--- src/lud_params.svh ---
`ifndef LUD_PARAMS_SVH
`define LUD_PARAMS_SVH

// Word layout
`define LUD_WORD_W     12
`define LUD_OPC_MSB    11
`define LUD_OPC_LSB    6
`define LUD_FLD_MSB    5
`define LUD_FLD_LSB    0

// Operation pairs: operation code bits 5..1, bit 0 picks the accumulator
`define LUD_PAIR_LOAD_MEM   5'h1f
`define LUD_PAIR_LOAD_REG   5'h1e
`define LUD_PAIR_STORE_MEM  5'h15
`define LUD_PAIR_STORE_REG  5'h14
`define LUD_PAIR_SWAP_MEM   5'h1d
`define LUD_PAIR_SWAP_REG   5'h1c
`define LUD_PAIR_SUM_MEM    5'h13
`define LUD_PAIR_SUM_TO_MEM 5'h11
`define LUD_PAIR_SUM_REG    5'h12
`define LUD_PAIR_DIFF_MEM   5'h0f
`define LUD_PAIR_DIFF_TO    5'h0d
`define LUD_PAIR_DIFF_REG   5'h0e
`define LUD_PAIR_EXOR_MEM   5'h03
`define LUD_PAIR_EXOR_TO    5'h01
`define LUD_PAIR_EXOR_REG   5'h02
`define LUD_PAIR_CONJ_MEM   5'h1b
`define LUD_PAIR_CONJ_TO    5'h19
`define LUD_PAIR_CONJ_REG   5'h1a
`define LUD_OPC_PAGE        6'h10
`define LUD_PAGE_SPLIT      6'h20

// Register locations
`define LUD_LOC_ZERO   6'h00
`define LUD_LOC_ACC1   6'h01
`define LUD_LOC_ACC2   6'h02
`define LUD_LOC_CT1    6'h03
`define LUD_LOC_CT2    6'h04
`define LUD_LOC_CONV1  6'h05
`define LUD_LOC_CONV2  6'h06

// Reset values
`define LUD_PC_RST     12'h000
`define LUD_PAGE_RST   4'h0
`define LUD_WORD_RST   12'h000

`endif

--- src/lud_pkg.sv ---
package lud_pkg;
   typedef logic signed [11:0] word_t;
   typedef enum logic [1:0] {ST_FETCH1, ST_FETCH2, ST_DRD, ST_DWR} state_t;
   typedef enum logic [4:0] {
      K_LOAD_MEM, K_LOAD_REG, K_STORE_MEM, K_STORE_REG, K_SWAP_MEM, K_SWAP_REG,
      K_SUM_MEM, K_SUM_TO_MEM, K_SUM_REG, K_DIFF_MEM, K_DIFF_TO_MEM, K_DIFF_REG,
      K_EXOR_MEM, K_EXOR_TO_MEM, K_EXOR_REG, K_CONJ_MEM, K_CONJ_TO_MEM, K_CONJ_REG,
      K_DATA_PAGE, K_PROG_PAGE, K_OTHER
   } opkind_t;
   typedef enum logic [3:0] {
      PORT_ZERO, PORT_ACC1, PORT_ACC2, PORT_CT1, PORT_CT2,
      PORT_CONV1, PORT_CONV2, PORT_IO, PORT_NONE
   } regport_t;
endpackage

--- src/lud_decoder.sv ---
`timescale 1ns/100ps
`include "lud_params.svh"

module lud_decoder (
   input  wire logic             clk,
   input  wire logic             rst_n,
   output logic [3:0]            progPage,
   output logic [11:0]           progAddr,
   output logic                  progFetch,
   input  wire lud_pkg::word_t   progRdata,
   output logic [3:0]            dataPage,
   output logic [11:0]           dataAddr,
   output logic                  dataRd,
   output logic                  dataWr,
   output logic                  pcHold,
   output logic [5:0]            regRdAddr,
   input  wire lud_pkg::word_t   regRdData,
   input  wire logic [1:0]       bankPin,
   output lud_pkg::opkind_t      opKind,
   output logic [5:0]            opCode,
   output logic [5:0]            regField,
   output logic                  accSel,
   output logic                  instrValid,
   output lud_pkg::word_t        regValue,
   output lud_pkg::word_t        acc1,
   output lud_pkg::word_t        acc2,
   output lud_pkg::regport_t     regPort,
   input  wire logic             accWrEn,
   input  wire lud_pkg::word_t   accWrData,
   input  wire logic             regWrEn,
   input  wire lud_pkg::word_t   regWrData,
   output logic                  extRegWr
);
   import lud_pkg::*;

   // ------------------------------------------------------------
   // Decode functions
   // ------------------------------------------------------------
   function automatic opkind_t kindOf(input logic [5:0] opc, input logic [5:0] fld);
      opkind_t k;
      k = K_OTHER;
      unique case (opc[5:1])
         `LUD_PAIR_LOAD_MEM:   k = K_LOAD_MEM;
         `LUD_PAIR_LOAD_REG:   k = K_LOAD_REG;
         `LUD_PAIR_STORE_MEM:  k = K_STORE_MEM;
         `LUD_PAIR_STORE_REG:  k = K_STORE_REG;
         `LUD_PAIR_SWAP_MEM:   k = K_SWAP_MEM;
         `LUD_PAIR_SWAP_REG:   k = K_SWAP_REG;
         `LUD_PAIR_SUM_MEM:    k = K_SUM_MEM;
         `LUD_PAIR_SUM_TO_MEM: k = K_SUM_TO_MEM;
         `LUD_PAIR_SUM_REG:    k = K_SUM_REG;
         `LUD_PAIR_DIFF_MEM:   k = K_DIFF_MEM;
         `LUD_PAIR_DIFF_TO:    k = K_DIFF_TO_MEM;
         `LUD_PAIR_DIFF_REG:   k = K_DIFF_REG;
         `LUD_PAIR_EXOR_MEM:   k = K_EXOR_MEM;
         `LUD_PAIR_EXOR_TO:    k = K_EXOR_TO_MEM;
         `LUD_PAIR_EXOR_REG:   k = K_EXOR_REG;
         `LUD_PAIR_CONJ_MEM:   k = K_CONJ_MEM;
         `LUD_PAIR_CONJ_TO:    k = K_CONJ_TO_MEM;
         `LUD_PAIR_CONJ_REG:   k = K_CONJ_REG;
         default: begin
            if (opc == `LUD_OPC_PAGE) begin
               k = (fld < `LUD_PAGE_SPLIT) ? K_DATA_PAGE : K_PROG_PAGE;
            end
         end
      endcase
      return k;
   endfunction

   function automatic regport_t portOf(input logic [5:0] a, input logic [1:0] bank);
      regport_t p;
      p = PORT_IO;
      if (a[5:4] > bank) begin
         p = PORT_NONE;
      end else begin
         unique case (a)
            `LUD_LOC_ZERO:  p = PORT_ZERO;
            `LUD_LOC_ACC1:  p = PORT_ACC1;
            `LUD_LOC_ACC2:  p = PORT_ACC2;
            `LUD_LOC_CT1:   p = PORT_CT1;
            `LUD_LOC_CT2:   p = PORT_CT2;
            `LUD_LOC_CONV1: p = PORT_CONV1;
            `LUD_LOC_CONV2: p = PORT_CONV2;
            default:        p = PORT_IO;
         endcase
      end
      return p;
   endfunction

   // ------------------------------------------------------------
   // State and decode wires
   // ------------------------------------------------------------
   state_t     state_q, state_d;
   logic [11:0] pc_q;
   logic [3:0]  progPage_q, dataPage_q;
   logic [5:0]  opCode_q, regField_q;
   opkind_t     kind_q;
   logic [11:0] effAddr_q;
   word_t       regValue_q, acc1_q, acc2_q;
   logic        valid_q, pendRd_q, pendWr_q;
   logic [1:0]  bankSync_q, bank_q;

   wire stF1 = (state_q == ST_FETCH1);
   wire stF2 = (state_q == ST_FETCH2);
   wire stDrd = (state_q == ST_DRD);
   wire stDwr = (state_q == ST_DWR);
   wire [5:0] fetchOpc = progRdata[`LUD_OPC_MSB:`LUD_OPC_LSB];
   wire [5:0] fetchFld = progRdata[`LUD_FLD_MSB:`LUD_FLD_LSB];
   wire opkind_t fetchKind = kindOf(fetchOpc, fetchFld);

   function automatic logic isMem(input opkind_t k);
      return k inside {K_LOAD_MEM, K_STORE_MEM, K_SWAP_MEM, K_SUM_MEM, K_SUM_TO_MEM,
                       K_DIFF_MEM, K_DIFF_TO_MEM, K_EXOR_MEM, K_EXOR_TO_MEM,
                       K_CONJ_MEM, K_CONJ_TO_MEM};
   endfunction

   function automatic logic isWr(input opkind_t k);
      return k inside {K_STORE_MEM, K_SWAP_MEM, K_SUM_TO_MEM, K_DIFF_TO_MEM,
                       K_EXOR_TO_MEM, K_CONJ_TO_MEM};
   endfunction

   wire fetchMem = isMem(fetchKind);
   wire writesMem = isWr(kind_q);
   wire readsMem = isMem(kind_q) && (kind_q != K_STORE_MEM);
   wire samePage = (progPage_q == dataPage_q);

   // Register read resolution
   wire [5:0] rdAddr = stF1 ? fetchFld : regField_q;
   wire regport_t rdPort = portOf(rdAddr, bank_q);
   wire regport_t fldPort = portOf(regField_q, bank_q);
   wire word_t rdResolved = (rdPort == PORT_ZERO || rdPort == PORT_NONE) ? `LUD_WORD_RST :
                            (rdPort == PORT_ACC1) ? acc1_q :
                            (rdPort == PORT_ACC2) ? acc2_q : regRdData;
   wire [11:0] effSum = 12'(progRdata + rdResolved);

   // Writes: accumulators stay local, zero and absent locations drop the write
   wire regToAcc1 = regWrEn && (fldPort == PORT_ACC1);
   wire regToAcc2 = regWrEn && (fldPort == PORT_ACC2);
   wire word_t acc1Next = (accWrEn && !accSel) ? accWrData : regToAcc1 ? regWrData : acc1_q;
   wire word_t acc2Next = (accWrEn && accSel) ? accWrData : regToAcc2 ? regWrData : acc2_q;

   // ------------------------------------------------------------
   // Sequencer
   // ------------------------------------------------------------
   always_comb begin
      state_d = state_q;
      unique case (state_q)
         ST_FETCH1: state_d = fetchMem ? ST_FETCH2 : ST_FETCH1;
         ST_FETCH2: state_d = samePage ? ST_DRD : ST_FETCH1;
         ST_DRD:    state_d = writesMem ? ST_DWR : ST_FETCH1;
         ST_DWR:    state_d = ST_FETCH1;
      endcase
   end

   always_ff @(posedge clk or negedge rst_n) begin
      if (!rst_n) begin
         state_q <= ST_FETCH1;
         pc_q    <= `LUD_PC_RST;
      end else begin
         state_q <= state_d;
         if (stF1 || stF2) begin
            pc_q <= pc_q + 12'h001;
         end
      end
   end

   // Page registers
   always_ff @(posedge clk or negedge rst_n) begin
      if (!rst_n) begin
         progPage_q <= `LUD_PAGE_RST;
         dataPage_q <= `LUD_PAGE_RST;
      end else if (stF1 && fetchKind == K_DATA_PAGE) begin
         dataPage_q <= fetchFld[3:0];
      end else if (stF1 && fetchKind == K_PROG_PAGE) begin
         progPage_q <= fetchFld[3:0];
      end
   end

   // Instruction fields
   always_ff @(posedge clk or negedge rst_n) begin
      if (!rst_n) begin
         opCode_q   <= 6'h00;
         regField_q <= 6'h00;
         kind_q     <= K_OTHER;
         effAddr_q  <= `LUD_WORD_RST;
         regValue_q <= `LUD_WORD_RST;
         valid_q    <= 1'b0;
      end else begin
         valid_q <= (stF1 && !fetchMem) || stF2;
         if (stF1) begin
            opCode_q   <= fetchOpc;
            regField_q <= fetchFld;
            kind_q     <= fetchKind;
            regValue_q <= rdResolved;
         end
         if (stF2) begin
            effAddr_q  <= effSum;
            regValue_q <= rdResolved;
         end
      end
   end

   // Overlapped data access when the data module is a separate one
   always_ff @(posedge clk or negedge rst_n) begin
      if (!rst_n) begin
         pendRd_q <= 1'b0;
         pendWr_q <= 1'b0;
      end else begin
         pendRd_q <= stF2 && !samePage && readsMem;
         pendWr_q <= stF2 && !samePage && writesMem;
      end
   end

   // Accumulators and bank strap synchroniser
   always_ff @(posedge clk or negedge rst_n) begin
      if (!rst_n) begin
         acc1_q     <= `LUD_WORD_RST;
         acc2_q     <= `LUD_WORD_RST;
         bankSync_q <= 2'h0;
         bank_q     <= 2'h0;
      end else begin
         acc1_q     <= acc1Next;
         acc2_q     <= acc2Next;
         bankSync_q <= bankPin;
         bank_q     <= bankSync_q;
      end
   end

   // ------------------------------------------------------------
   // Outputs
   // ------------------------------------------------------------
   assign progPage   = progPage_q;
   assign progAddr   = pc_q;
   assign progFetch  = stF1 || stF2;
   assign dataPage   = dataPage_q;
   assign dataAddr   = effAddr_q;
   assign dataRd     = (stDrd && readsMem) || pendRd_q;
   assign dataWr     = stDwr || pendWr_q;
   assign pcHold     = stDrd || stDwr;
   assign regRdAddr  = rdAddr;
   assign opKind     = kind_q;
   assign opCode     = opCode_q;
   assign regField   = regField_q;
   assign accSel     = opCode_q[0];
   assign instrValid = valid_q;
   assign regValue   = regValue_q;
   assign acc1       = acc1_q;
   assign acc2       = acc2_q;
   assign regPort    = fldPort;
   assign extRegWr   = regWrEn && !(fldPort inside {PORT_ZERO, PORT_NONE, PORT_ACC1, PORT_ACC2});
endmodule

--- config.mk ---
export PLATFORM = sky130hd
export DESIGN_NAME = lud_decoder
export DESIGN_NICKNAME = d
export VERILOG_FILES = /design/src/lud_pkg.sv /design/src/lud_decoder.sv
export VERILOG_INCLUDE_DIRS = /design/src
export SDC_FILE = /design/constraint.sdc
export NUM_CORES = 1
export LEC_CHECK = 0
export BUFFER_PORTS_ARGS = -buffer_cell sky130_fd_sc_hd__buf_2
export CAP_MARGIN = 25
export CORE_MARGIN = 1.5
export CORE_UTILIZATION = 38
export DETAILED_ROUTE_END_ITERATION = 16
export PLACE_DENSITY = 0.62
export SLEW_MARGIN = 10
export SYNTH_ARGS = -nofsm -noshare
export SYNTH_HDL_FRONTEND = slang
export SYNTH_SLANG_ARGS = --single-unit
export TNS_END_PERCENT = 5
--- constraint.sdc ---
create_clock -name clk -period 5.7 [get_ports clk]
set_input_delay 0.57 -clock clk [delete_from_list [all_inputs] [get_ports clk]]
set_output_delay 0.57 -clock clk [all_outputs]
set_load 0.02 [all_outputs]
==> results of run 1 <==
## synth_stat cells (all sizes together), types with 14 or more instances
cell type	n	area share
dfrtp	92	0.44
nand2	69	0.050
nor2	54	0.039
mux2i	38	0.073
o21ai	38	0.037
a21oi	27	0.026
mux2	21	0.046
clkbuf	20	0.014
a211oi	18	0.037
ha	16	0.039
inv	14	0.010
xnor2	14	0.024
## worst register-to-register path, cell delays in order, from the launching register on
cell	delay, ns
dfrtp_1	0.56
or2_2	0.54
nand2_1	0.12
nand2_1	0.08
ha_1	0.29
nor2b_1	0.14
o21a_1	0.17
or3_1	0.74
a211oi_2	0.38
ha_1	0.25
inv_1	0.06
fa_1	0.40
nor2b_1	0.13
o21ai_0	0.10
a21oi_1	0.22
o21a_1	0.18
o2111ai_1	0.16
a311o_1	0.34
nand3_1	0.06
## power breakdown
| group | internal, mW | switching, mW | leakage (nW) |
|---|---|---|---|
| Combinational | 0.639 | 1.07 | 1.89 |
| Clock | 0.321 | 0.251 | 0.133 |
| Sequential | 0.957 | 0.275 | 1.14 |
| Total | 1.92 | 1.60 | 3.16 |
## per-stage QoR
step	utilization	worst slack [ns]	total power, mW	hold WS (ns)	instance area (um^2)
6_report	0.4854	0.7217	3.514	0.04947	6454
5_1_grt	0.4852	0.2947	3.755	0.03828	6451
4_1_cts	0.4823	0.7390	3.550	0.03395	6412
3_5_place_dp	0.4612	0.7551	2.957	0.3347	6132
3_3_place_gp	0.4607	0.9434	2.919	0.3401	6125
2_1_floorplan	-	0.9279	2.335	0.2744	5191
## cell families (layout without fill, tap and decap cells)
logic type	count (synthesis)	after routing	synth area share
other	0	1	0
and+or+nand+nor	178	178	0.1581
AOI/OAI and AO/OA	116	116	0.1521
muxes	59	59	0.1188
xor gates and xnor gates	24	24	0.04049
adders and majority gates	17	17	0.04242
buffers and inverters	45	195	0.03447
DFF	94	94	0.4536
## flip-flops by register name (all words and copies together), names as in the netlist, 4 cells and up
name and count:
acc1 12, acc2 12, dataAddr 12, dataPage 4
opCode 6, opKind 5, progAddr 12, progPage 4
regField 6, regValue 12
## per-layer routing
layer	routed length, um	share of wire
met1	6155	0.43
met2	7036	0.49
met3	1003	0.070
met4	161	0.011
met5	0	0
## final timing paths
path	from	end	slack, ns	cells past startpoint
worst min-delay path	rst_n	progAddr[10]	0.05	1
min in group clk	bankPin[0]	bankSync_q[0]	0.35	1
worst max-delay path	state_q[1]	dataAddr[10]	0.72	18
worst min register to register	bankSync_q[1]	bank_q[1]	0.35	0
max in group asynchronous	rst_n	opKind[2]	4.72	3
worst max register to register	state_q[1]	dataAddr[10]	0.72	18
## cells in the final DEF, fill, tap and decap left out, drive strengths merged, types with 10 or more instances in the layout
| master | synthesis | layout |
|---|---|---|
| dfrtp | 92 | 92 |
| buf | 9 | 163 |
| a211oi | 18 | 18 |
| mux2i | 38 | 38 |
| clkbuf | 20 | 14 |
| o21ai | 38 | 38 |
| mux2 | 21 | 21 |
| xnor2 | 14 | 14 |
| a21oi | 27 | 27 |
| inv | 14 | 14 |
| nor2 | 54 | 54 |
| ha | 16 | 16 |
| xor2 | 10 | 10 |
| nand2 | 69 | 69 |
## final cells by class
| type | count | area [um^2] |
|---|---|---|
| Inverter | 16 | 60.06 |
| Timing Repair Buffer | 163 | 862.1 |
| Sequential cell | 94 | 2355 |
| Clock buffer | 14 | 264.0 |
| Fill cell | 1283 | 6842 |
| Antenna cell | 1 | 2.502 |
| Multi-Input combinational cell | 394 | 2674 |
| Tap cell | 176 | 220.2 |
| Clock inverter | 2 | 16.27 |
==> results_tabular.tex, run 1 <==
\begin{tabular}{lr}
\hline
Metric & Value \\
\hline
\multicolumn{2}{l}{\textbf{Status}} \\
\quad Status & complete, no violations \\
\multicolumn{2}{l}{\textbf{Timing}} \\
\quad Max-slew violation count & 0 \\
\quad Final critical-path share of the clock period & 0.8734 \\
\quad Total count of hold-check failures in the final report & 0 \\
\quad Slew headroom & 0.4046 \\
\quad Setup-failing EPs final & 0 \\
\quad Unrepaired setup endpoints after global routing & false \\
\quad Shortest period the worst path allows & 4.978 ns \\
\quad Summed negative setup slack over all endpoints & 0 ns \\
\quad Slew @ Worst Pin & 0.8909 ns \\
\quad Post-route clock skew & 0.008615 ns \\
\quad Max frequency & 0.2009 GHz \\
\multicolumn{2}{l}{\textbf{Clock network}} \\
\quad Maximum clock insertion buffer count & 2 \\
\quad TritonCTS clock tree & built \\
\quad Htree depth & 3 \\
\quad Count of cells resized by post-cts repair & 0 \\
\quad Post-CTS Setup Inserts & 0 \\
\quad Clock transition time at the flip-flop clock pins of the worst setup and hold paths & 0.07 ns \\
\quad Total number of clock tree sinks & 94 \\
\quad Clock tree root buffer cell & clkbuf\_16 \\
\quad Number of buffers created by CTS & 9 \\
\quad Clock insertion delay at the later pin of the skew report & 0.35 ns \\
\quad Number of hold buffers added after cts & 0 \\
\multicolumn{2}{l}{\textbf{Worst setup path}} \\
\quad Highest fanout seen on the critical path & 23 \\
\quad Data required time of the worst path & 5.98 ns \\
\quad Worst path top cell family by delay & simple AND/OR/NAND/NOR gates \\
\quad CP max stage delay & 0.74 ns \\
\quad Worst Path Class, Setup & reg2reg \\
\quad Slowest cell on the critical path & or3\_1 \\
\quad Endpoint arrival time on the critical path & 5.26 ns \\
\quad Kind of start point of the critical path & flip-flop \\
\quad Endpoint type of the worst setup path & flip-flop \\
\quad Buf/Inv on CP & 1 \\
\quad Ordered cell list for the critical path & or2\_2, nand2\_1, nand2\_1, ha\_1, nor2b\_1, o21a\_1, or3\_1, a211oi\_2, ha\_1, inv\_1, fa\_1, nor2b\_1, o21ai\_0, a21oi\_1, o21a\_1, o2111ai\_1, a311o\_1, nand3\_1 \\
\multicolumn{2}{l}{\textbf{Place}} \\
\quad Buffers added on ports & 155 \\
\quad Total half-perimeter wirelength after legalization and detailed placement & 10990 um \\
\quad Cells after DPL & 841 \\
\quad Placer's final routability congestion estimate & 0.8319 \\
\multicolumn{2}{l}{\textbf{Cells and area}} \\
\quad Post-Layout Cell Count & 860 \\
\quad Ratio of cells with drive above 1 in the final layout & 0.3192 \\
\quad Fin nets & 749 \\
\quad Signed area change from the synthesized netlist to the final layout & 24.32\% \\
\multicolumn{2}{l}{\textbf{Yosys}} \\
\quad Number of distinct library cells after synthesis & 56 \\
\quad Portion of the post-synthesis area used by sequential elements & 0.4536 \\
\quad Number of instances in the synthesized netlist & 533 \\
\quad Post-synthesis net count & 604 \\
\quad Number of synthesis warnings & 0 \\
\quad \#FFs+latches synth & 94 \\
\quad Average cell area after synthesis & 9.740 um\^{}2 \\
\quad Share of flip-flops with an asynchronous set or reset & 1.000 \\
\quad Most used DFF post-synth & dfrtp\_1 \\
\quad Synthesized area & 5191 um\^{}2 \\
\quad Count of flip-flops with a built-in enable after synthesis & 0 \\
\multicolumn{2}{l}{\textbf{Floorplanning}} \\
\quad Number of standard-cell rows in the floorplan & 42 \\
\quad Core outline area & 13300 um\^{}2 \\
\quad Die height & 119.9 um \\
\quad Initial standard-cell utilization of the core & 0.3905 \\
\quad Total Die Area & 14370 um\^{}2 \\
\quad Number of top-level pins & 156 \\
\quad Die boundary width & 119.9 um \\
\multicolumn{2}{l}{\textbf{Routing}} \\
\quad Vias post-DR & 4535 \\
\quad Final wirelength & 14360 um \\
\quad Routed len/inst & 16.69 um \\
\quad Pre-Repair DR Iteration Count & 6 \\
\quad Via-to-Cell Ratio & 5.273 \\
\quad Iteration-0 DRC count of the detailed router & 187 \\
\quad Post-DRT Antenna Nets & 0 \\
\quad DRC Markers & 0 \\
\multicolumn{2}{l}{\textbf{Run}} \\
\quad Max\_cap viols & 0 \\
\multicolumn{2}{l}{\textbf{Global route}} \\
\quad Met2 routing resource usage after global routing & 0.3405 \\
\quad Global routing usage on met3 & 0.05371 \\
\quad Global-route usage over all layers & 0.2014 \\
\quad Number of antenna violations at the first check in global routing & 0 \\
\quad Global-route wire length before repair & 22650 um \\
\quad Layer carrying the most global-route usage & met2 \\
\quad Met1 Track Usage GR & 0.2590 \\
\quad Largest net degree at the start of global routing & 85 \\
\quad GRT overflow & 0 \\
\quad Number of global-route vias before repair & 4425 \\
\multicolumn{2}{l}{\textbf{Power}} \\
\quad Power density normalized to cell area & 544.5 nW/um\^{}2 \\
\quad Worst VDD drop & 0.0002358 V \\
\quad Pleak & 3.161 nW \\
\multicolumn{2}{l}{\textbf{Hold path}} \\
\quad Hold Crit Class & in2async \\
\hline
\end{tabular}
(Power assumes the default switching activity.)
==> run 2: changes to the inputs <==
ABC_AREA = 1   (was default)
==> run 2 against run 1 <==
Net effect:
- global-route usage grew 0.61 points
- clock skew shrank 0.00091 ns
- sequential share of layout area shrank 0.82 points
- largest cell class unchanged
- final cell count grew 21%
- power grew 14%
- area after synthesis grew 4.2%
- via count grew 11%
==> results_tabular.tex, run 2 <==
\begin{tabular}{lr}
\hline
Metric & Value \\
\hline
\multicolumn{2}{l}{\textbf{Yosys}} \\
\quad Compound-cell area share of the yosys netlist & 0.1334 (-0.01864) \\
\quad Cells taking the most area after synthesis & dfrtp\_1, nand2\_1, inv\_1 \\
\quad Share of synthesized cell area in full adder, half adder and majority cells & 0.04070 (-0.001717) \\
\quad Portion of the post-synthesis area used by sequential elements & 0.4352 (-0.01836) \\
\quad Average cell area after synthesis & 7.588 um\^{}2 (-22\%) \\
\quad Most used DFF post-synth & dfrtp\_1 \\
\quad Number of instances in the synthesized netlist & 713 (+34\%) \\
\quad Post-Synth Simple-Gate Area & 0.2778 (+0.1196) \\
\quad Multiplexer area fraction after synthesis & 0 (-0.1188) \\
\quad Post-synthesis net count & 784 (+30\%) \\
\quad Cell taking the most area after synthesis & dfrtp\_1 \\
\quad \#FFs+latches synth & 94 (unchanged) \\
\quad Parity-gate share of the synthesized area counting xor and xnor cells & 0.03076 (-0.009733) \\
\quad Combinational family with the most area after synthesis & simple AND/OR/NAND/NOR gates \\
\quad Leading cell type by number of instances after synthesis & nand2\_1 \\
\quad Count of flip-flops with a built-in enable after synthesis & 0 (unchanged) \\
\quad Synth top area share & 0.4255 (-0.01795) \\
\quad Commonest cells in the synthesized netlist & nand2\_1, dfrtp\_1, inv\_1 \\
\quad Number of synthesis warnings & 0 (unchanged) \\
\quad Number of distinct library cells after synthesis & 40 (-29\%) \\
\quad Share of flip-flops with an asynchronous set or reset & 1.000 (unchanged) \\
\quad Synthesized area & 5410 um\^{}2 (+4.2\%) \\
\multicolumn{2}{l}{\textbf{Global route}} \\
\quad GRT overflow & 0 (unchanged) \\
\quad Layer carrying the most global-route usage & met2 \\
\quad Number of antenna violations at the first check in global routing & 2 (+2) \\
\quad Global-route wire length before repair & 24070 um (+6.3\%) \\
\quad Global-route usage over all layers & 0.2075 (+0.006142) \\
\quad Global routing usage on met3 & 0.06738 (+0.01367) \\
\quad Met2 routing resource usage after global routing & 0.3282 (-0.01230) \\
\quad Largest net degree at the start of global routing & 59 (-31\%) \\
\quad Number of global-route vias before repair & 4745 (+7.2\%) \\
\quad Met1 Track Usage GR & 0.2785 (+0.01943) \\
\multicolumn{2}{l}{\textbf{Power}} \\
\quad Sw Share & 0.4948 (+0.04032) \\
\quad Part of the power in registers & 0.306 (-0.045) \\
\quad Worst VDD drop & 0.0002697 V (+14\%) \\
\quad Power density normalized to cell area & 608.5 nW/um\^{}2 (+12\%) \\
\quad Pleak & 3.511 nW (+11\%) \\
\quad Portion of total power attributed to the clock network & 0.161 (-0.002) \\
\quad Total chip power & 4.018 mW (+14\%) \\
\quad Switching power & 1.988 mW (+24\%) \\
\quad Share of power burned in combinational logic & 0.533 (+0.047) \\
\quad Internal Dissipation & 2.030 mW (+5.9\%) \\
\multicolumn{2}{l}{\textbf{Worst setup path}} \\
\quad Endpoint arrival time on the critical path & 4.67 ns (-0.59 ns) \\
\quad Slowest cell on the critical path & dfrtp\_1 \\
\quad Worst Path Class, Setup & reg2reg \\
\quad Highest fanout seen on the critical path & 20 (-13\%) \\
\quad Endpoint type of the worst setup path & flip-flop \\
\quad Worst path top cell family by delay & simple AND/OR/NAND/NOR gates \\
\quad Crit path top cell by count & nand2\_1 \\
\quad Kind of start point of the critical path & flip-flop \\
\quad Buf/Inv on CP & 3 (+2) \\
\quad CP max stage delay & 0.47 ns (-0.27 ns) \\
\quad Data required time of the worst path & 5.95 ns (-0.03 ns) \\
\multicolumn{2}{l}{\textbf{Cells and area}} \\
\quad Signed area change from the synthesized netlist to the final layout & 22.04\% \\
\quad End-of-flow core utilization & 0.4757 (-0.009750) \\
\quad Fin nets & 924 (+23\%) \\
\quad Leading cell type in the layout, fill and taps excluded & nand2\_1 \\
\quad Final Cell Area & 6603 um\^{}2 (+2.3\%) \\
\quad Post-Layout Cell Count & 1039 (+21\%) \\
\quad Ratio of cells with drive above 1 in the final layout & 0.2401 (-0.07909) \\
\quad Commonest cells after routing, fill and taps aside & nand2\_1, buf\_2, dfrtp\_1 \\
\multicolumn{2}{l}{\textbf{Timing}} \\
\quad Shortest period the worst path allows & 4.427 ns (-0.5517 ns) \\
\quad Final Worst Setup Slack & 1.273 ns (+0.5517 ns) \\
\quad Post-route clock skew & 0.007710 ns (-0.0009053 ns) \\
\quad Setup-failing EPs final & 0 (unchanged) \\
\quad Slew @ Worst Pin & 0.8535 ns (-0.03742 ns) \\
\quad Worst Hold Margin & 0.1736 ns (+0.1242 ns) \\
\quad Max-slew violation count & 0 (unchanged) \\
\quad Max frequency & 0.2259 GHz (+12\%) \\
\quad Summed negative setup slack over all endpoints & 0 ns (unchanged) \\
\quad Unrepaired setup endpoints after global routing & false \\
\quad Total count of hold-check failures in the final report & 0 (unchanged) \\
\quad Slew headroom & 0.4309 (+0.02631) \\
\quad Final critical-path share of the clock period & 0.7766 (-0.09678) \\
\multicolumn{2}{l}{\textbf{Routing}} \\
\quad Routed len/inst & 14.50 um (-13\%) \\
\quad Vias post-DR & 5028 (+11\%) \\
\quad Iteration-0 DRC count of the detailed router & 246 (+32\%) \\
\quad DRC Markers & 0 (unchanged) \\
\quad Post-DRT Antenna Nets & 0 (unchanged) \\
\quad Via-to-Cell Ratio & 4.839 (-8.2\%) \\
\quad Pre-Repair DR Iteration Count & 4 (-2) \\
\quad Final wirelength & 15070 um (+5.0\%) \\
\multicolumn{2}{l}{\textbf{Clock network}} \\
\quad TritonCTS clock tree & built \\
\quad Number of buffers created by CTS & 9 (unchanged) \\
\quad Clock insertion delay at the later pin of the skew report & 0.35 ns (about the same) \\
\quad Post-CTS Setup Inserts & 0 (unchanged) \\
\quad Maximum clock insertion buffer count & 2 (unchanged) \\
\quad Number of hold buffers added after cts & 0 (unchanged) \\
\quad Clock transition time at the flip-flop clock pins of the worst setup and hold paths & 0.07 ns (about the same) \\
\quad Count of cells resized by post-cts repair & 0 (unchanged) \\
\quad Clock tree root buffer cell & clkbuf\_16 \\
\quad Total number of clock tree sinks & 94 (unchanged) \\
\quad Htree depth & 3 (unchanged) \\
\multicolumn{2}{l}{\textbf{Place}} \\
\quad Placer's final routability congestion estimate & 0.8616 (+3.6\%) \\
\quad Placed Area & 6285 um\^{}2 (+2.5\%) \\
\quad Total half-perimeter wirelength after legalization and detailed placement & 11910 um (+8.3\%) \\
\quad Pre-CTS setup slack & 1.369 ns (+0.6140 ns) \\
\quad Buffers added on ports & 155 (unchanged) \\
\quad Cells after DPL & 1022 (+22\%) \\
\multicolumn{2}{l}{\textbf{Floorplanning}} \\
\quad Initial standard-cell utilization of the core & 0.3898 (-0.0006972) \\
\quad Number of top-level pins & 156 (unchanged) \\
\quad Number of standard-cell rows in the floorplan & 43 (+2.4\%) \\
\quad Die boundary width & 122.3 um (+2.0\%) \\
\quad Core outline area & 13880 um\^{}2 (+4.4\%) \\
\quad Die height & 122.3 um (+2.0\%) \\
\quad Total Die Area & 14960 um\^{}2 (+4.1\%) \\
\multicolumn{2}{l}{\textbf{Hold path}} \\
\quad Hold Crit Class & in2async \\
\multicolumn{2}{l}{\textbf{Run}} \\
\quad Max\_cap viols & 0 (unchanged) \\
\multicolumn{2}{l}{\textbf{Status}} \\
\quad Status & complete, no violations \\
\hline
\end{tabular}
-- run 2: cell count changes after synthesis, moves of 13 or more --
cell     previous run  this run
nand3_1             7        56
mux2i_1            38         0
a31oi_1             3        23
a21oi_1            27        10
inv_1              13        78
o21ai_0            30        43
nand2_1            69       205
mux2_2             21         0
-- run 2: worst paths after layout --
check	to	slack [ns]	start	depth (start not counted)
setup / recovery	dataAddr[9]	1.27	state_q[1]	28
hold reg to reg	bank_q[0]	0.35	bankSync_q[0]	0
hold / removal	instrValid	0.17	rst_n	1
min in group clk	bankSync_q[1]	0.34	bankPin[1]	1
max in group asynchronous	acc1[5]	4.42	rst_n	2
setup reg to reg	dataAddr[9]	1.27	state_q[1]	28
-- run 2: metal layers --
layer  wire length [um]  share of wire
met5                  7        0.00046
met4                129         0.0086
met3               1110          0.074
met2               6697           0.44
met1               7123           0.47
-- run 2: cells by family (layout without fill, tap and decap cells) --
| family | count (synthesis) | in the layout |
|---|---|---|
| buffers and inverters | 108 | 253 |
| XOR/XNOR | 19 | 19 |
| other | 0 | 1 |
| AO/OA/AOI/OAI | 116 | 116 |
| AND/OR/NAND/NOR | 359 | 359 |
| adder cells (fa/ha/maj) | 17 | 17 |
| flip-flops | 94 | 94 |
-- run 2: area by class of cell --
| type | instances | area [um^2] |
|---|---|---|
| tap | 180 | 225.2 |
| multi-input combinational | 511 | 2611 |
| timing repair buffer | 157 | 793.3 |
| inverter | 80 | 300.3 |
| clock buffer | 10 | 229.0 |
| clock inverter | 6 | 86.33 |
| antenna | 1 | 2.502 |
| sequential | 94 | 2355 |
| fill | 1429 | 7278 |
-- run 2: power groups by stage --
stage	logic (mW)	registers, mW	clock network (mW)
finish	2.14	1.23	0.647
CTS	2.16	1.23	0.661
global route	2.39	1.27	0.688
detailed placement	2.15	1.24	0
floorplan	1.20	1.50	0
global placement	2.13	1.24	0
==> run 3: changes to the inputs <==
clock period = 4.4 ns   (was 5.7 ns; I/O delays follow)
==> run 3 against run 2 <==
Net effect:
- worst hold slack better by 0.0079 ns
- clock power increased by 14%
- routed wire length fell by 0.42%
- final area is 0.17% lower
- sequential share of layout area up 0.061 points
- worst setup slack worse by 0.66 ns
- via count increased by 1.1%
- flip-flop and latch count did not move
- utilization decreased by 0.081 points
- clock skew shrank 0.0013 ns
- critical endpoint unchanged
- largest cell class unchanged
==> results_tabular.tex, run 3 (same netlist as run 2, synthesis figures left out) <==
\begin{tabular}{lr}
\hline
Metric & Value \\
\hline
\multicolumn{2}{l}{\textbf{Status}} \\
\quad Status & complete, no violations \\
\multicolumn{2}{l}{\textbf{Global route}} \\
\quad Global-route usage over all layers & 0.2068 (-0.0006579) \\
\quad Global-route wire length before repair & 23970 um (-0.40\%) \\
\quad Number of antenna violations at the first check in global routing & 0 (-2) \\
\quad Largest net degree at the start of global routing & 66 (+12\%) \\
\quad GRT overflow & 0 (unchanged) \\
\quad Number of global-route vias before repair & 4718 (-0.57\%) \\
\multicolumn{2}{l}{\textbf{Routing}} \\
\quad Routed len/inst & 14.39 um (-0.80\%) \\
\quad Pre-Repair DR Iteration Count & 5 (+1) \\
\quad DRC Markers & 0 (unchanged) \\
\quad Final wirelength & 15010 um (-0.42\%) \\
\quad Iteration-0 DRC count of the detailed router & 292 (+19\%) \\
\quad Vias post-DR & 5084 (+1.1\%) \\
\quad Post-DRT Antenna Nets & 0 (unchanged) \\
\quad Via-to-Cell Ratio & 4.874 (+0.73\%) \\
\multicolumn{2}{l}{\textbf{Floorplanning}} \\
\quad Number of standard-cell rows in the floorplan & 43 (unchanged) \\
\quad Number of top-level pins & 156 (unchanged) \\
\quad Total Die Area & 14960 um\^{}2 (unchanged) \\
\quad Initial standard-cell utilization of the core & 0.3898 (unchanged) \\
\quad Die boundary width & 122.3 um (unchanged) \\
\quad Die height & 122.3 um (unchanged) \\
\quad Core outline area & 13880 um\^{}2 (unchanged) \\
\multicolumn{2}{l}{\textbf{Clock network}} \\
\quad TritonCTS clock tree & built \\
\quad Post-CTS Setup Inserts & 0 (unchanged) \\
\quad Maximum clock insertion buffer count & 2 (unchanged) \\
\quad Number of hold buffers added after cts & 0 (unchanged) \\
\quad Clock insertion delay at the later pin of the skew report & 0.35 ns (about the same) \\
\quad Number of buffers created by CTS & 9 (unchanged) \\
\quad Total number of clock tree sinks & 94 (unchanged) \\
\quad Clock transition time at the flip-flop clock pins of the worst setup and hold paths & 0.07 ns (about the same) \\
\quad Count of cells resized by post-cts repair & 0 (unchanged) \\
\quad Htree depth & 3 (unchanged) \\
\quad Clock tree root buffer cell & clkbuf\_16 \\
\multicolumn{2}{l}{\textbf{Cells and area}} \\
\quad Fillers & 1441 (+0.84\%) \\
\quad Commonest cells after routing, fill and taps aside & nand2\_1, buf\_2, dfrtp\_1 \\
\quad Signed area change from the synthesized netlist to the final layout & 21.83\% \\
\quad Fin nets & 929 (+0.54\%) \\
\quad Ratio of cells with drive above 1 in the final layout & 0.2433 (+0.003244) \\
\quad Leading cell type in the layout, fill and taps excluded & nand2\_1 \\
\quad Combined flip-flop and latch cell area & 2355 um\^{}2 (unchanged) \\
\quad Multi-input logic area & 2611 um\^{}2 (unchanged) \\
\quad \# diodes & 0 (-1) \\
\quad Post-Layout Cell Count & 1043 (+0.38\%) \\
\multicolumn{2}{l}{\textbf{Timing}} \\
\quad Shortest period the worst path allows & 3.786 ns (-0.6409 ns) \\
\quad Max frequency & 0.2642 GHz (+17\%) \\
\quad Post-route clock skew & 0.006405 ns (-0.001304 ns) \\
\quad Summed negative setup slack over all endpoints & 0 ns (unchanged) \\
\quad Total count of hold-check failures in the final report & 0 (unchanged) \\
\quad Setup-failing EPs final & 0 (unchanged) \\
\quad Max-slew violation count & 0 (unchanged) \\
\quad Slew @ Worst Pin & 0.8835 ns (+0.03002 ns) \\
\quad Slew headroom & 0.4109 (-0.02002) \\
\quad Final critical-path share of the clock period & 0.8604 (+0.08380) \\
\quad Unrepaired setup endpoints after global routing & false \\
\multicolumn{2}{l}{\textbf{Run}} \\
\quad Max\_cap viols & 0 (unchanged) \\
\multicolumn{2}{l}{\textbf{Worst setup path}} \\
\quad Kind of start point of the critical path & flip-flop \\
\quad Depth of the worst register-to-register path & 28 (unchanged) \\
\quad Worst setup slack for register-to-register paths & 0.61 ns (-0.66 ns) \\
\quad Reg-to-reg startpoint & state\_q[1] \\
\quad Endpoint of the worst register-to-register path & dataAddr[9] \\
\quad CP max stage delay & 0.43 ns (-0.04 ns) \\
\quad Endpoint arrival time on the critical path & 4.02 ns (-0.65 ns) \\
\quad CP Capture Point & dataAddr[9] \\
\quad Crit path top cell by count & nand2\_1 \\
\quad Slowest cell on the critical path & dfrtp\_1 \\
\quad Data required time of the worst path & 4.64 ns (-1.31 ns) \\
\quad Worst Path Class, Setup & reg2reg \\
\quad Launch point of the critical path & state\_q[1] \\
\quad Highest fanout seen on the critical path & 16 (-20\%) \\
\quad Endpoint type of the worst setup path & flip-flop \\
\multicolumn{2}{l}{\textbf{Power}} \\
\quad Pleak & 3.513 nW (about the same) \\
\quad Power density normalized to cell area & 776.3 nW/um\^{}2 (+28\%) \\
\quad Worst VDD drop & 0.0004189 V (+55\%) \\
\multicolumn{2}{l}{\textbf{Place}} \\
\quad Placer's final routability congestion estimate & 0.8583 (-0.38\%) \\
\quad Buffers added on ports & 155 (unchanged) \\
\quad Total half-perimeter wirelength after legalization and detailed placement & 11770 um (-1.2\%) \\
\quad Cells after DPL & 1027 (+0.49\%) \\
\multicolumn{2}{l}{\textbf{Hold path}} \\
\quad Hold Crit Class & in2async \\
\hline
\end{tabular}
-- run 3: metal layers --
| metal | track usage | wire length (um) |
|---|---|---|
| met5 | 0 | 0 |
| met4 | 0.07413 | 250 |
| met3 | 0.04879 | 1109 |
| met2 | 0.3125 | 6525 |
| met1 | 0.2894 | 7119 |
-- run 3: per-stage QoR --
step           setup slack, ns  instance area [um^2]  total power, mW  utilization  hold WS [ns]
4_1_cts                 0.4912                  6591            5.173       0.4749        0.1833
2_1_floorplan           0.8986                  5410            3.499            -        0.1444
6_report                0.6143                  6591            5.117       0.4749        0.1816
3_3_place_gp            0.5668                  6322            4.402       0.4555        0.3316
5_1_grt                 0.1167                  6591            5.558       0.4749        0.1861
3_5_place_dp            0.4590                  6322            4.424       0.4555        0.3364
-- run 3: where the power goes --
part | internal [mW] | switching [mW] | total (mW) | leakage [nW]
Combinational | 0.915 | 1.88 | 2.80 | 2.24
Sequential | 1.25 | 0.333 | 1.58 | 1.14
Clock | 0.396 | 0.339 | 0.735 | 0.132
Total | 2.56 | 2.55 | 5.12 | 3.51
-- run 3: cell type report --
type,instances,share of cell area
Clock buffer,12,0.03740
Clock inverter,4,0.003417
Inverter,80,0.04556
Multi-Input combinational cell,511,0.3962
Sequential cell,94,0.3573
Tap cell,180,0.03417
Timing Repair Buffer,162,0.1260
-- run 3: how the worst min path moves through the flow --
stage                   from       endpoint  slack, ns
2_1_floorplan          rst_n        acc1[0]       0.14
3_3_place_gp   bankSync_q[0]      bank_q[0]       0.33
3_5_place_dp   bankSync_q[0]      bank_q[0]       0.34
4_1_cts           bankPin[1]  bankSync_q[1]       0.18
5_1_grt           bankPin[0]  bankSync_q[0]       0.19
6_report               rst_n      opCode[4]       0.18
-- run 3: worst max-delay path: cells and delay by family, from the launching register on --
family          cells  cell delay [ns]
buf+inv             4             0.57
flops               1             0.43
compound gates      4             0.56
simple gates       18             1.69
fa+ha+maj           2             0.43
